## src/hdl/cmpev_pkg.sv

```systemverilog
// constants and types for the comparator event logic
package cmpev_pkg;
  localparam int          CMPEV_AW        = 12;
  // register indices; byte address is four times the index
  localparam logic [7:0]  CSR_IDX         = 8'h97;
  localparam logic [7:0]  IEN_IDX         = 8'h98;
  localparam logic [11:0] CSR_ADDR        = {2'b00, CSR_IDX, 2'b00};
  localparam logic [11:0] IEN_ADDR        = {2'b00, IEN_IDX, 2'b00};
  localparam logic [7:0]  CSR_RST         = 8'h00;
  localparam logic [7:0]  IEN_RST         = 8'h00;
  // field positions
  localparam int          IDLE_RUN_BIT    = 5;
  localparam int          EVT_FLAG_BIT    = 4;
  localparam int          ENABLE_BIT      = 3;
  localparam int          MODE_MSB        = 2;
  localparam int          IEN_CMP_BIT     = 6;
  // event modes
  localparam logic [2:0]  MODE_LOW        = 3'h0;
  localparam logic [2:0]  MODE_RISE       = 3'h1;
  localparam logic [2:0]  MODE_TOGGLE_DB  = 3'h2;
  localparam logic [2:0]  MODE_RISE_DB    = 3'h3;
  localparam logic [2:0]  MODE_FALL       = 3'h4;
  localparam logic [2:0]  MODE_TOGGLE     = 3'h5;
  localparam logic [2:0]  MODE_FALL_DB    = 3'h6;
  localparam logic [2:0]  MODE_HIGH       = 3'h7;

  typedef enum logic [1:0] {
    DB_IDLE  = 2'b00,
    DB_WAIT0 = 2'b01,
    DB_WAIT1 = 2'b11
  } cmpev_db_t;

  function automatic logic cmpev_is_db(input logic [2:0] m);
    cmpev_is_db = (m == MODE_TOGGLE_DB) || (m == MODE_RISE_DB) || (m == MODE_FALL_DB);
  endfunction
endpackage

```

## src/hdl/cmpev_top.sv

```systemverilog
// comparator event detection, debounce and control/status register
//
// Overview of operation
// - comparator input is one when positive exceeds negative
// - sample comparator output every clock cycle
// - debounced modes pace resampling on timer overflows
// - wait two timer overflows before resampling
// - matching resample sets flag, mismatch discards
// - debounced flag within one to two periods
// - idle-run bit keeps logic alive in idle
// - enabled flagged event wakes processor from idle when idle-run bit is set
// - power-down always shuts comparator logic down
// - flag set only when enabled; software clears
// - interrupt request only with enable bit six
// - enable low forces output low, no events
// - decode low, rise, fall, toggle, high modes
// - decode debounced toggle, rise, fall modes
//
// The implementer's own choice: the Avalon-MM slave port.
`timescale 1ns/100ps
module cmpev_top
  import cmpev_pkg::*;
(
  input  wire logic                core_clk_i,
  input  wire logic                rstn_i,
  input  wire logic [CMPEV_AW-1:0] avs_address_i,
  input  wire logic                avs_read_i,
  input  wire logic                avs_write_i,
  input  wire logic [31:0]         avs_writedata_i,
  input  wire logic [3:0]          avs_byteenable_i,
  output logic      [31:0]         avs_readdata_o,
  output logic                     avs_waitrequest_o,
  input  wire logic                cmp_raw_i,
  input  wire logic                tmr_ovf_i,
  input  wire logic                idle_mode_i,
  input  wire logic                powerdown_i,
  output logic                     cmp_out_o,
  output logic                     cmp_power_o,
  output logic                     cmp_irq_o,
  output logic                     wake_o
);

  logic            ack_r;
  logic [31:0]     rdata_r;
  logic            idle_run_r;
  logic            flag_r;
  logic            cmp_en_r;
  logic [2:0]      mode_r;
  logic            ien_cmp_r;
  logic            prev_r;
  logic            exp_r;
  cmpev_db_t       db_r;
  cmpev_db_t       db_nxt;

  logic            req;
  logic            wr_csr;
  logic            wr_ien;
  logic            active;
  logic            cmp_s;
  logic            rise;
  logic            fall;
  logic            lvl_hit;
  logic            db_start;
  logic            db_hit;
  logic            set_evt;

  // bus slave: one wait cycle, answer on the second edge
  assign req               = avs_read_i | avs_write_i;
  assign avs_waitrequest_o = req & ~ack_r;
  assign avs_readdata_o    = rdata_r;
  assign wr_csr = avs_write_i & ack_r & avs_byteenable_i[0] & (avs_address_i == CSR_ADDR);
  assign wr_ien = avs_write_i & ack_r & avs_byteenable_i[0] & (avs_address_i == IEN_ADDR);

  always_ff @(posedge core_clk_i or negedge rstn_i)
  begin
    if (!rstn_i)
      ack_r <= 1'b0;
    else
      ack_r <= req & ~ack_r;
  end

  // unmapped addresses read zero and ignore writes
  always_ff @(posedge core_clk_i or negedge rstn_i)
  begin
    if (!rstn_i)
      rdata_r <= 32'h0000_0000;
    else if (avs_read_i && !ack_r)
    begin
      if (avs_address_i == CSR_ADDR)
        rdata_r <= {24'h00_0000, 2'b00, idle_run_r, flag_r, cmp_en_r, mode_r};
      else if (avs_address_i == IEN_ADDR)
        rdata_r <= {24'h00_0000, 1'b0, ien_cmp_r, 6'b00_0000};
      else
        rdata_r <= 32'h0000_0000;
    end
  end

  always_ff @(posedge core_clk_i or negedge rstn_i)
  begin
    if (!rstn_i)
    begin
      idle_run_r <= CSR_RST[IDLE_RUN_BIT];
      cmp_en_r   <= CSR_RST[ENABLE_BIT];
      mode_r     <= CSR_RST[MODE_MSB:0];
    end
    else if (wr_csr)
    begin
      idle_run_r <= avs_writedata_i[IDLE_RUN_BIT];
      cmp_en_r   <= avs_writedata_i[ENABLE_BIT];
      mode_r     <= avs_writedata_i[MODE_MSB:0];
    end
  end

  always_ff @(posedge core_clk_i or negedge rstn_i)
  begin
    if (!rstn_i)
      ien_cmp_r <= IEN_RST[IEN_CMP_BIT];
    else if (wr_ien)
      ien_cmp_r <= avs_writedata_i[IEN_CMP_BIT];
  end

  // writing zero clears; a same-cycle event wins over the clear
  always_ff @(posedge core_clk_i or negedge rstn_i)
  begin
    if (!rstn_i)
      flag_r <= CSR_RST[EVT_FLAG_BIT];
    else if (set_evt)
      flag_r <= 1'b1;
    else if (wr_csr && !avs_writedata_i[EVT_FLAG_BIT])
      flag_r <= 1'b0;
  end

  // power gating of the analog part and its logic
  assign active      = ~powerdown_i & (~idle_mode_i | idle_run_r);
  assign cmp_power_o = active;

  // raw input is high when positive input exceeds negative
  assign cmp_s = cmp_raw_i & cmp_en_r & active;

  always_ff @(posedge core_clk_i or negedge rstn_i)
  begin
    if (!rstn_i)
      prev_r <= 1'b0;
    else
      prev_r <= cmp_s;
  end

  assign cmp_out_o = prev_r;
  assign rise      = cmp_s & ~prev_r;
  assign fall      = ~cmp_s & prev_r;

  always_comb
  begin
    unique case (mode_r)
      MODE_LOW:    lvl_hit = ~cmp_s;
      MODE_RISE:   lvl_hit = rise;
      MODE_FALL:   lvl_hit = fall;
      MODE_TOGGLE: lvl_hit = rise | fall;
      MODE_HIGH:   lvl_hit = cmp_s;
      default:     lvl_hit = 1'b0;
    endcase
  end

  always_comb
  begin
    unique case (mode_r)
      MODE_TOGGLE_DB: db_start = rise | fall;
      MODE_RISE_DB:   db_start = rise;
      MODE_FALL_DB:   db_start = fall;
      default:        db_start = 1'b0;
    endcase
  end

  // the timer runs free, so two overflows bound the delay to 1..2 periods
  always_comb
  begin
    db_nxt = db_r;
    db_hit = 1'b0;
    if (!active || !cmp_en_r || !cmpev_is_db(mode_r))
      db_nxt = DB_IDLE;
    else
    begin
      unique case (db_r)
        DB_IDLE:
          if (db_start)
            db_nxt = DB_WAIT0;
        DB_WAIT0:
          if (tmr_ovf_i)
            db_nxt = DB_WAIT1;
        DB_WAIT1:
          if (tmr_ovf_i)
          begin
            db_nxt = DB_IDLE;
            db_hit = (cmp_s == exp_r);
          end
        default:
          db_nxt = DB_IDLE;
      endcase
    end
  end

  always_ff @(posedge core_clk_i or negedge rstn_i)
  begin
    if (!rstn_i)
      db_r <= DB_IDLE;
    else
      db_r <= db_nxt;
  end

  // expected level is whatever the input settled to right after the edge
  always_ff @(posedge core_clk_i or negedge rstn_i)
  begin
    if (!rstn_i)
      exp_r <= 1'b0;
    else if (db_r == DB_IDLE && db_start)
      exp_r <= cmp_s;
  end

  assign set_evt = cmp_en_r & active & (lvl_hit | db_hit);

  assign cmp_irq_o = flag_r & ien_cmp_r;
  assign wake_o    = cmp_irq_o & idle_mode_i & idle_run_r & ~powerdown_i;

  // overflows seen since the wait was armed, counted apart from the state
  logic [1:0]      chk_ovf_r;

  always_ff @(posedge core_clk_i or negedge rstn_i)
  begin
    if (!rstn_i)
      chk_ovf_r <= 2'b00;
    else if (db_r == DB_IDLE)
      chk_ovf_r <= 2'b00;
    else if (tmr_ovf_i && chk_ovf_r != 2'b11)
      chk_ovf_r <= chk_ovf_r + 2'b01;
  end
endmodule

```

## config.mk

```make
export PLATFORM = sky130hd
export DESIGN_NAME = cmpev_top
export DESIGN_NICKNAME = d
export VERILOG_FILES = /design/src/hdl/cmpev_pkg.sv /design/src/hdl/cmpev_top.sv
export SDC_FILE = /design/constraint.sdc
export NUM_CORES = 1
export LEC_CHECK = 0
export BUFFER_PORTS_ARGS = -buffer_cell sky130_fd_sc_hd__buf_4
export CORE_MARGIN = 2
export CORE_UTILIZATION = 36
export DETAILED_ROUTE_END_ITERATION = 16
export PLACE_DENSITY = 0.77
export SLEW_MARGIN = 20
export SYNTH_ARGS = -nofsm -noshare
export SYNTH_HDL_FRONTEND = slang
export SYNTH_SLANG_ARGS = --single-unit
export TNS_END_PERCENT = 100
```

## constraint.sdc

```tcl
create_clock -name core_clk_i -period 1.9 [get_ports core_clk_i]
set_input_delay 0 -clock core_clk_i [delete_from_list [all_inputs] [get_ports core_clk_i]]
set_output_delay 0 -clock core_clk_i [all_outputs]
set_load 0.05 [all_outputs]
```

# == After elaboration in Yosys (flattened, before gate mapping) ==
# Index checks and enable logic that the tools add are counted.
# totals
regBits,44
in_bits,56
output_inout_bits,37
word_cells,80
# classes
eq_ne,15
muxes,14
bitwise_logic,25
n_reduce_logical,16
# ops
op,count
$mux 32,1
$eq 12x10->1 const B,2
$and 1x1->1,16
$eq 3x3->1 const B,4
$ne 3x3->1 const B,3
$mux 2,4
$mux 7,1
$eq 3x2->1 const B,2
$pmux 2 s3,1
$logic_not 1->1,5
$mux 1,5
$not 1->1,5
$pmux 1 s5,1
$logic_or 1x1->1,4
$or 1x1->1,4
$eq 3x1->1 const B,1
$logic_and 1x1->1,3
$logic_not 3->1,1
$pmux 1 s3,1
$reduce_and 3->1,1
$eq 2x1->1 const B,1
$eq 2x2->1 const B,1
$logic_not 2->1,1
$reduce_bool 2->1,1
$eq 1x1->1,1

# == Logic depth before layout (Yosys ltp) ==
# Gate-level depths: netlist of run 1.
# logic_depth
word_depth,11
ltp_mapped,9
depth_no_buf,9

# == Worst setup path after synthesis of run 1 ==
# Ideal clock, no wire load.
# synth_path
path_type,flip-flop to flip-flop
startpoint,register idle_run_r
endpoint,register exp_r
arrival_time_ps,1853
t_required_ps,1772
path_slack_ps,-81
path_stages_with_launch,10
n_path_buf,0
period_less_slack_ps,1981
cell_sequence,dfrtp_1 -> inv_1 -> a211oi_1 -> nand2_1 -> inv_1 -> ha_1 -> nor2_1 -> a211oi_1 -> nor4_2 -> mux2_1
# synth_between
elab_chain_len,8
elab_cells_between_ends,9
cone_classes,mux: 1; bitwise: 7; reduce/logical: 1
# synth_rtl
element,line_no,rtl
from (decl),cmpev_top.sv:45,logic idle_run_r;
from (signal assigned),cmpev_top.sv:102,idle_run_r <= CSR_RST[IDLE_RUN_BIT];
from (signal assigned),cmpev_top.sv:108,idle_run_r <= avs_writedata_i[IDLE_RUN_BIT];
$or 1x1->1 (*),cmpev_top.sv:134,assign active = ~powerdown_i & (~idle_mode_i | idle_run_r);
$and 1x1->1 (*),cmpev_top.sv:134,
$and 1x1->1 (*),cmpev_top.sv:138,assign cmp_s = cmp_raw_i & cmp_en_r & active;
named net cmp_s,cmpev_top.sv:59,logic cmp_s;
$not 1->1,cmpev_top.sv:150,assign fall = ~cmp_s & prev_r;
$and 1x1->1,cmpev_top.sv:150,
$or 1x1->1,cmpev_top.sv:167,MODE_TOGGLE_DB: db_start = rise | fall;
$pmux 1 s3,cmpev_top.sv:166,unique case (mode_r)
$logic_and 1x1->1,cmpev_top.sv:215,else if (db_r == DB_IDLE && db_start)
to (signal assigned),cmpev_top.sv:216,exp_r <= cmp_s;
to (decl),cmpev_top.sv:51,logic exp_r;
# Mark *: on every way through the listed nets, which the timed path passes. The rest lies on a longest branch.
# A chain may end at the register's enable or synchronous reset.

# == Final worst setup path of run 1 ==
# Same ends and word-level chain as after synthesis.

==> summary.md, run 1 <==
| Metric | Value |
|---|---|
| Fin nets | `237` |
| DR iter-0 viols | `4` |
| Via density | `~4.5` |
| Cell variety after synth | `36` |
| Row Count | `20` |
| DR vias | `1,002` |
| Pin count of the biggest net entering global routing | `20` |
| Final setup viols | `1` |
| Core Box Area | `3130 um2` |
| Critical Path AT | `around 2200 ps` |
| Synth top area share | `0.395` |
| # Max-Cap Violations | `0` |
| CTS tree | `built` |
| Seq pwr share | `0.486` |
| Final ANT Viol Nets | `0` |
| Worst Hold Class | `in2reg` |
| Most common cell after layout, fill and taps aside | `buf_4` |
| Status | `complete, but fails checks` |
| Register area share after synthesis | `0.395` |
| First-pass GRT wire length | `3930 um` |
| Initial antenna violation count | `0` |
| Flops & latches, synth | `19` |
| Syn Std Cell Area | `1200 um2` |
| Crit Path Class | `reg2reg` |
| Tot GR Track Use | `0.139` |
| Cell Chain, Critical Path | `inv_2, a211oi_4, nand2_1, inv_2, ha_4, nor2_4, a211oi_4, nor4_2, mux2_1` |
| Fmax | `between 500 and 600 MHz` |
| Internal | `558 uW` |
| DPL Wire Length | `1980 um` |
| Final Hold Vio Count | `0` |
| Switching Share | `0.343` |
| Critical path endpoint category | `flip-flop` |
| NetSw | `291 uW` |
| Layout overhead on the synthesized area | `42.1%` |
| Worst setup margin | `-51.8 ps` |
| Final Skew | `6.33 ps` |
| DRC Markers | `0` |
| Comb power frac | `0.270` |
| Wirelength per Cell | `roughly 12 um` |
| Antenna diodes | `0` |
| CP delay by family, top | `simple AND/OR/NAND/NOR gates` |
| CTS Buf Count | `3` |
| Final Critical Period | `roughly 2000 ps` |
| Pleak | `0.000852 uW` |
| Worst setup SP type | `flip-flop` |
| Fill cells | `a little under 300` |
| Syn Area/Cell | `10.5 um2` |
| Initial Utilization | `0.385` |
| Total number of H-tree levels | `1` |
| Synth warnings | `0` |
| Clock sink count | `19` |
| Synth area leaders | `dfrtp_1, buf_4, mux2_2, a22o_1, nor4b_4` |
| RSZ-0062 raised after global routing | `true` |
| Io pins | `93` |
| Vias in the first global route | `940` |
| Initial DRT Pass Iterations | `4` |
| GPL Wtd Cong | `0.883` |
| Max incr delay on CP | `between 300 and 400 ps` |
| Peak supply drop | `0.270 mV` |
| Final total power | `848 uW` |
| Layout cells sized above 1 | `0.416` |
| Clock buffer depth | `2` |
| Crit-path max FO | `2` |
| WL final | `2620 um` |
| Slew Limit Fails | `0` |
| Clock Power Share | `0.244` |
| GRT overflow | `0` |
| Worst Path Buf+Inv | `2` |
| Pwr Density | `496 nW/um2` |
| Clk pin slew, worst setup/hold paths | `110 ps` |
| Failing checks | `setup timing` |
| Period utilisation layout | `1.03` |
| Die ar. | `~3800 um2` |
| Worst path slowest cell | `dfrtp_1` |
| Port bufs | `39` |
| Die extent in x | `just over 60 um` |
| CTS Root Buffer Type | `clkbuf_4` |
| Clk_lat worst skew | `300 ps` |
| Die Ht | `61.8 um` |
| Largest area contributor in the netlist | `dfrtp_1` |
| Worst slack at placement | `-103 ps` |
| Cells after Synth | `roughly 120` |
| Commonest non-fill, non-tap cells in the layout | `buf_4, conb_1, dfrtp_1, dlygate4sd3_1, nand2_1` |
| Worst EP required | `between 2000 and 2500 ps` |
cell usage after synthesis:
cell,count
conb_1,1
nor2_1,5
clkbuf_1,1
dfrtp_1,19
mux2_2,6
nand2b_1,3
o211ai_1,1
nand3_1,3
buf_6,1
or2_2,1
nand4_4,1
a22o_1,6
and3_1,2
ha_1,2
buf_4,25
mux2_1,1
and2_1,1
o31ai_1,1
nor2b_1,1
and2_4,1
inv_1,4
and4b_1,1
nand2_1,8
and4_1,1
a21oi_1,2
o21ai_0,3
xnor2_1,1
nor4b_1,1
nand2b_4,1
a31oi_1,1
nor2_2,1
nor4_2,1
xor2_1,1
a211oi_1,3
nand4_1,2
nor4b_4,2
layer usage:
| layer | global-route usage | vias to the layer above | wire length, um |
|---|---|---|---|
| met3 | 0.0290 | 4 | 204 |
| met5 | 0 | - | 0 |
| li1 | - | 476 | - |
| met4 | 0.0395 | 0 | 39 |
| met2 | 0.260 | 52 | 1350 |
| met1 | 0.159 | 470 | 1030 |
state kept, by name (all words and copies together) (netlist names):
signal / count
idle_run_r: 1
cmp_out_o: 1
db_r: 2
flag_r: 1
ien_cmp_r: 1
mode_r: 3
exp_r: 1
ack_r: 1
cmp_en_r: 1
avs_readdata_o: 7
what timing repair did:
item	in CTS	in global routing
endpoints found under the hold margin	28	0
resized for setup	7	1
setup endpoints to repair	1	2
pin swaps	6	5
hold buffers	11	0
buffers inserted	3	3
power groups by stage:
stage	sequential (uW)	combinational, uW	clock [uW]
global route	413	242	230
floorplan	419	183	0
detailed placement	421	210	0
global placement	420	207	0
CTS	413	229	212
finish	413	229	207
final cells by class:
class	instances	area [um2]	share of cell area
Sequential cell	19	475	0.278
Timing Repair Buffer	62	493	0.288
Inverter	4	15.0	0.00878
Multi-Input combinational cell	89	646	0.377
Tap cell	44	55.1	0.0322
Clock buffer	4	26.3	0.0154
stage by stage:
stage | TNS (ps) | std cells | area (um2) | utilization | hold WS (ps)
CTS | -155 | 219 | 1680 | 0.537 | 12.8
finish | -51.8 | 222 | 1710 | 0.547 | 15.5
global placement | -37.7 | 201 | 1490 | 0.476 | -120
floorplan | 0 | 139 | 1300 | - | -296
global route | -192 | 222 | 1710 | 0.547 | 39.7
detailed placement | -103 | 201 | 1490 | 0.476 | -111
worst register-to-register path, delay by kind of cell (launching register included):
kind                       cells  cell delay, ps
muxes                          1             350
DFF                            1             370
AOI/OAI and AO/OA              2             280
and+or+nand+nor                3             480
adders and majority gates      1             210
buffers and inverters          2             150
kinds of logic after synthesis:
| kind of cell | after synthesis | synth area share |
|---|---|---|
| compound gates | 17 | 0.101 |
| other cells | 1 | 0.00312 |
| simple gates | 36 | 0.219 |
| fa+ha+maj | 2 | 0.0208 |
| mux | 7 | 0.0655 |
| xor+xnor | 2 | 0.0146 |
| buf+inv | 31 | 0.181 |
| flops | 19 | 0.395 |
path summary, 6_finish.rpt:
kind,cells after the start,slack [ps],from,end
worst min register to register,1,480,ack_r,ack_r
max in group asynchronous,2,1610,rstn_i,avs_readdata_o[4]
worst max register to register,9,-50,idle_run_r,exp_r
worst min-delay path,4,20,avs_address_i[4],avs_readdata_o[6]
worst max-delay path,9,-50,idle_run_r,exp_r
min in group asynchronous,2,90,rstn_i,ack_r
Power figures use the tool's default switching activity.
==> run 2, diff against run 1 <==
--- a/config.mk
+++ b/config.mk
@@ -6,7 +6,7 @@
 export NUM_CORES = 1
 export LEC_CHECK = 0
 export BUFFER_PORTS_ARGS = -buffer_cell sky130_fd_sc_hd__buf_4
-export CORE_MARGIN = 2
+export CORE_MARGIN = 1
 export CORE_UTILIZATION = 36
 export DETAILED_ROUTE_END_ITERATION = 16
 export PLACE_DENSITY = 0.77
==> constraint.sdc (replaced) <==
create_clock -name core_clk_i -period 1.9 [get_ports core_clk_i]
set_input_delay 0 -clock core_clk_i [delete_from_list [all_inputs] [get_ports core_clk_i]]
set_output_delay 0 -clock core_clk_i [all_outputs]
set_load 0.01 [all_outputs]
==> run 2 against run 1 <==
  * The flow still finishes with violations (setup timing)
  * Highest routed layer unchanged
  * Hold slack better by 17 ps
  * Clock power down 2%
  * Combinational power down 42%
  * Largest power group unchanged
  * Global-route usage up 1.6 points
==> summary.md, run 2 (synthesis gave the netlist of run 1 again) <==
| Metric | Value |
|---|---|
| Die ar. | `3580 um2 (was 3820 um2)` |
| Vias in the first global route | `981 (was 940)` |
| Fmax | `513 MHz (was 512 MHz)` |
| DRC Markers | `0 (unchanged)` |
| GRT overflow | `0 (unchanged)` |
| Via density | `4.59 (was 4.51)` |
| Critical Path AT | `2140 ps (was 2150 ps)` |
| DR vias | `1,009 (was 1,002)` |
| Layout cells sized above 1 | `0.438 (was 0.416)` |
| Layout overhead on the synthesized area | `44.3% (was 42.1%)` |
| DPL Wire Length | `1990 um (was 1980 um)` |
| Die Ht | `59.8 um (was 61.8 um)` |
| Status | `complete, but fails checks (unchanged)` |
| GPL Wtd Cong | `0.940 (was 0.883)` |
| Worst reg2reg path depth | `10 (was 9)` |
| Critical path endpoint category | `flip-flop (unchanged)` |
| Io pins | `93 (unchanged)` |
| Worst setup SP type | `flip-flop (unchanged)` |
| Initial Utilization | `0.388 (was 0.385)` |
| Port bufs | `39 (unchanged)` |
| Fill cells | `293 (was 295)` |
| Pwr Density | `430 nW/um2 (was 496 nW/um2)` |
| Layout Utilization | `0.560 (was 0.547)` |
| Worst EP required | `2090 ps (was 2100 ps)` |
| Clock buffer depth | `2 (unchanged)` |
| Worst Hold Class | `in2reg (unchanged)` |
| Clock sink count | `19 (unchanged)` |
| Clk pin slew, worst setup/hold paths | `100 ps (was 110 ps)` |
| Tot GR Track Use | `0.155 (was 0.139)` |
| CTS Root Buffer Type | `clkbuf_4 (unchanged)` |
| Period utilisation layout | `1.03 (about the same)` |
| Worst setup margin | `-49.3 ps (was -51.8 ps)` |
| RSZ-0062 raised after global routing | `true (unchanged)` |
| Crit Path Class | `reg2reg (unchanged)` |
| Reg2reg end | `exp_r (unchanged)` |
| Commonest non-fill, non-tap cells in the layout | `buf_4, conb_1, dfrtp_1, dlygate4sd3_1, nand2_1 (unchanged)` |
| CTS Buf Count | `3 (unchanged)` |
| Slew Limit Fails | `0 (unchanged)` |
| TNS Setup | `-49.3 ps (was -51.8 ps)` |
| Critical register-to-register path startpoint | `idle_run_r (unchanged)` |
| DR iter-0 viols | `16 (was 4)` |
| Initial antenna violation count | `0 (unchanged)` |
| Most common cell after layout, fill and taps aside | `buf_4 (unchanged)` |
| Failing checks | `setup timing (unchanged)` |
| Final Critical Period | `1950 ps (about the same)` |
| Pin count of the biggest net entering global routing | `20 (unchanged)` |
| Pleak | `0.000845 uW (was 0.000852 uW)` |
| Peak supply drop | `0.313 mV (was 0.270 mV)` |
| Initial DRT Pass Iterations | `4 (unchanged)` |
| Antenna diodes | `0 (unchanged)` |
| Final setup viols | `1 (unchanged)` |
| Fin nets | `235 (was 237)` |
| Crit-path max FO | `2 (unchanged)` |
| Wirelength per Cell | `12.7 um (was 11.8 um)` |
| Capture point of the worst path | `exp_r (unchanged)` |
| # Max-Cap Violations | `0 (unchanged)` |
| First-pass GRT wire length | `4090 um (was 3930 um)` |
| R2r setup slk | `-50 ps (about the same)` |
| Total number of H-tree levels | `1 (unchanged)` |
| Critical Path Start | `idle_run_r (unchanged)` |
| Row Count | `20 (unchanged)` |
| Max FFs per register | `7 (unchanged)` |
| WL final | `2780 um (was 2620 um)` |
| Core Box Area | `3100 um2 (was 3130 um2)` |
| Final Skew | `5.32 ps (was 6.33 ps)` |
| Die extent in x | `59.8 um (was 61.8 um)` |
| Final ANT Viol Nets | `0 (unchanged)` |
| CTS tree | `built (unchanged)` |
| Clk_lat worst skew | `300 ps (about the same)` |
| Final Hold Vio Count | `0 (unchanged)` |
==> run 2: worst min path at each step <==
stage / slack [ps] / to / cells past startpoint / startpoint
2_1_floorplan: -300 / ack_r / 0 / rstn_i
3_3_place_gp: -120 / db_r[1] / 1 / rstn_i
3_5_place_dp: -110 / db_r[1] / 1 / rstn_i
4_1_cts: 30 / avs_readdata_o[6] / 4 / avs_address_i[4]
5_1_grt: 60 / avs_readdata_o[6] / 4 / avs_address_i[4]
6_report: 30 / avs_readdata_o[6] / 4 / avs_address_i[10]
==> run 2: area by class of cell <==
type	count	area [um2]	area share
sequential	19	475	0.274
timing repair buffer	60	478	0.275
tap	44	55.1	0.0317
clock buffer	4	26.3	0.0151
inverter	4	15.0	0.00865
multi-input combinational	89	687	0.396
==> run 2: critical path, cell delays in order (launching register included) <==
cell and delay (ps):
dfrtp_1 400, inv_2 80, a211oi_4 60, nand2_1 100, buf_4 110, buf_4 110
ha_4 130, nand2b_4 50, and2_4 180, nor4_4 290, mux2_4 320
==> run 2: power breakdown <==
part	internal (uW)	total [uW]	switching, uW	leakage [uW]
Sequential	409	412	3.33	0.000262
Combinational	67.3	133	65.8	0.000568
Clock	81.8	202	120	0.0000150
Total	558	747	189	0.000845
==> run 2: metrics by stage <==
step           instances  total power, uW  worst slack, ps  area [um2]  hold WS [ps]
5_1_grt              220              786             -112        1740          61.8
4_1_cts              219              754             -142        1670          27.0
3_3_place_gp         201              530            -27.9        1490          -120
6_report             220              747            -49.3        1740          32.2
3_5_place_dp         201              533             -125        1490          -112
2_1_floorplan        139              504             17.6        1300          -296
==> run 2: what timing repair did <==
action,CTS,global route
hold endpoints to repair,28,0
pin swaps,5,4
hold buffers,11,0
buffers inserted,3,1
resized for setup,6,10
endpoints found under the setup margin,1,3
==> run 2: metal layers <==
metal,GRT usage,vias up,wire [um]
met5,0,-,0
li1,-,472,-
met1,0.162,479,1100
met3,0.0238,8,181
met2,0.292,50,1450
met4,0.0831,0,45
==> run 3, diff against run 2 <==
--- a/config.mk
+++ b/config.mk
@@ -5,11 +5,12 @@
 export SDC_FILE = /design/constraint.sdc
 export NUM_CORES = 1
 export LEC_CHECK = 0
-export BUFFER_PORTS_ARGS = -buffer_cell sky130_fd_sc_hd__buf_4
+export BUFFER_PORTS_ARGS = -buffer_cell sky130_fd_sc_hd__buf_2
 export CORE_MARGIN = 1
 export CORE_UTILIZATION = 36
 export DETAILED_ROUTE_END_ITERATION = 16
 export PLACE_DENSITY = 0.77
+export RECOVER_POWER = 25
 export SLEW_MARGIN = 20
 export SYNTH_ARGS = -nofsm -noshare
 export SYNTH_HDL_FRONTEND = slang
==> run 3 against run 2 <==
  * The flow now finishes without violations
  * Sequential share of layout area increased by 3.0 points
  * Combinational power decreased by 15%
  * Total power decreased by 1.7%
  * Clock skew increased by 1.9 ps
  * Register-to-register slack improved by 60 ps
  * Flip-flop and latch count unchanged
  * Design area decreased by 10%
  * Global-route usage decreased by 1.4 points
  * Fmax increased by 3.1%
  * Largest cell class unchanged
==> summary.md, run 3 (synthesis gave the netlist of run 1 again) <==
| Metric | Value |
|---|---|
| Most common cell after layout, fill and taps aside | `buf_2 (was buf_4)` |
| Layout overhead on the synthesized area | `29.8% (was 44.3%)` |
| Io pins | `93 (unchanged)` |
| Critical path endpoint category | `flip-flop (unchanged)` |
| Fmax | `529 MHz (was 513 MHz)` |
| Initial antenna violation count | `0 (unchanged)` |
| Die ar. | `3580 um2 (unchanged)` |
| Clock buffer depth | `2 (unchanged)` |
| Placed cell area | `1390 um2 (was 1490 um2)` |
| Critical Path AT | `2080 ps (was 2140 ps)` |
| Slew headroom | `0.276` |
| Worst Hold Class | `in2reg (unchanged)` |
| Fin area | `1560 um2 (was 1740 um2)` |
| Final total power | `734 uW (was 747 uW)` |
| Internal | `536 uW (was 558 uW)` |
| DR iter-0 viols | `17 (was 16)` |
| Final Skew | `7.26 ps (was 5.32 ps)` |
| Clock Power Share | `0.285 (was 0.270)` |
| Placed insts | `201 (unchanged)` |
| Fin nets | `231 (was 235)` |
| Pin count of the biggest net entering global routing | `20 (unchanged)` |
| Pwr Density | `470 nW/um2 (was 430 nW/um2)` |
| Worst hold slack | `12.8 ps (was 32.2 ps)` |
| Clk pin slew, worst setup/hold paths | `110 ps (was 100 ps)` |
| GRT overflow | `0 (unchanged)` |
| CTS Buf Count | `3 (unchanged)` |
| Worst slack at placement | `24.8 ps (was -125 ps)` |
| WL final | `2400 um (was 2780 um)` |
| Slew Limit Fails | `0 (unchanged)` |
| Tot GR Track Use | `0.141 (was 0.155)` |
| Peak supply drop | `0.419 mV (was 0.313 mV)` |
| Clk_lat worst skew | `300 ps (about the same)` |
| Switching Share | `0.270 (was 0.253)` |
| First-pass GRT wire length | `3700 um (was 4090 um)` |
| Tightest Pin Transition | `1090 ps` |
| CTS tree | `built (unchanged)` |
| Period utilisation layout | `0.996 (was 1.03)` |
| Wirelength per Cell | `11.1 um (was 12.7 um)` |
| # Max-Cap Violations | `0 (unchanged)` |
| DRC Markers | `0 (unchanged)` |
| Pleak | `0.000796 uW (was 0.000845 uW)` |
| Final std cells w/o fill | `216 (was 220)` |
| Worst setup SP type | `flip-flop (unchanged)` |
| Clock sink count | `19 (unchanged)` |
| Port bufs | `39 (unchanged)` |
| DPL Wire Length | `1780 um (was 1990 um)` |
| Commonest non-fill, non-tap cells in the layout | `buf_2, conb_1, dfrtp_1, dlygate4sd3_1, nand2_1 (was buf_4, conb_1, dfrtp_1, dlygate4sd3_1, nand2_1)` |
| Crit Path Class | `reg2reg (unchanged)` |
| Layout cells sized above 1 | `0.401 (was 0.438)` |
| CTS Root Buffer Type | `clkbuf_4 (unchanged)` |
| Crit-path max FO | `2 (unchanged)` |
| Final ANT Viol Nets | `0 (unchanged)` |
| Via density | `4.45 (was 4.59)` |
| Seq pwr share | `0.561 (was 0.552)` |
| Worst EP required | `2090 ps (about the same)` |
| Final Hold Vio Count | `0 (unchanged)` |
| Final Critical Period | `1890 ps (was 1950 ps)` |
| GPL Wtd Cong | `0.877 (was 0.940)` |
| Final setup viols | `0 (was 1)` |
| Critical register-to-register path startpoint | `idle_run_r (unchanged)` |
| Die Ht | `59.8 um (unchanged)` |
| DR vias | `962 (was 1,009)` |
| Die extent in x | `59.8 um (unchanged)` |
| RSZ-0062 raised after global routing | `true (unchanged)` |
| Max FFs per register | `7 (unchanged)` |
| Row Count | `20 (unchanged)` |
| Vias in the first global route | `861 (was 981)` |
| Status | `complete, no violations (was complete, but fails checks)` |
| Comb power frac | `0.154 (was 0.178)` |
| Initial DRT Pass Iterations | `4 (unchanged)` |
| Core Box Area | `3100 um2 (unchanged)` |
| Initial Utilization | `0.388 (unchanged)` |
| Critical Path Start | `idle_run_r (unchanged)` |
| NetSw | `198 uW (was 189 uW)` |
| Total number of H-tree levels | `1 (unchanged)` |
| Antenna diodes | `0 (unchanged)` |
| Hold_sp | `avs_address_i[2] (was avs_address_i[10])` |
| Worst setup margin | `8.53 ps (was -49.3 ps)` |
## run 3: cell types whose count changed in the layout (fill, tap and decap cells not counted), sizes merged
cell / change
buf: -5
clkinv: +1
## run 3: routing by layer
| metal | vias to the layer above | GRT usage | routed length [um] |
|---|---|---|---|
| met5 | - | 0 | 0 |
| met1 | 439 | 0.173 | 1110 |
| met3 | 0 | 0.0455 | 181 |
| met4 | 0 | 0.0199 | 0 |
| li1 | 472 | - | - |
| met2 | 51 | 0.244 | 1110 |
## run 3: critical path, cell delays in order (launching register included)
cell	delay [ps]
dfrtp_1	380
inv_2	60
a211oi_4	210
nand2_1	110
inv_2	90
ha_4	200
nor2_4	80
a211oi_2	60
nor4_2	240
mux2_1	350
## run 3: worst paths after layout
path / to / slack [ps] / cells after the start
setup / recovery: exp_r / 9 / 9
hold / removal: avs_readdata_o[6] / 10 / 4
setup reg to reg: exp_r / 9 / 9
hold reg to reg: ack_r / 450 / 1
max in group asynchronous: avs_readdata_o[1] / 850 / 2
min in group asynchronous: avs_readdata_o[0] / 400 / 2
## run 3: power groups by stage
stage                     registers [uW]  clock network, uW  logic [uW]
after global placement               420                  0        94.2
final                                412                209         113
after global routing                 413                230         128
after detailed placement             420                  0        95.4
after floorplan                      419                  0        84.6
after CTS                            412                218         113
## run 3: layout make-up
type | count | area, um2
flip-flops and latches | 19 | 475
fillers | 297 | 1540
multi-input cells | 89 | 641
repair buffers | 56 | 349
well taps | 44 | 55.1
clock inverters | 1 | 5.00
inverters | 4 | 15.0
clock buffers | 3 | 22.5
## run 3: timing repair
| action | in CTS | in global routing |
|---|---|---|
| pin swaps | 0 | 1 |
| resized for setup | 0 | 8 |
| hold endpoints to repair | 28 | 0 |
| hold buffers | 11 | 0 |
| buffers inserted | 0 | 0 |
| endpoints found under the setup margin | 1 | 2 |
## run 3: per-stage QoR
stage                      util  TNS [ps]
final                     0.504         0
after global routing      0.504      -169
after CTS                 0.493     -29.3
after detailed placement  0.448         0
after global placement    0.448         0
after floorplan               -         0
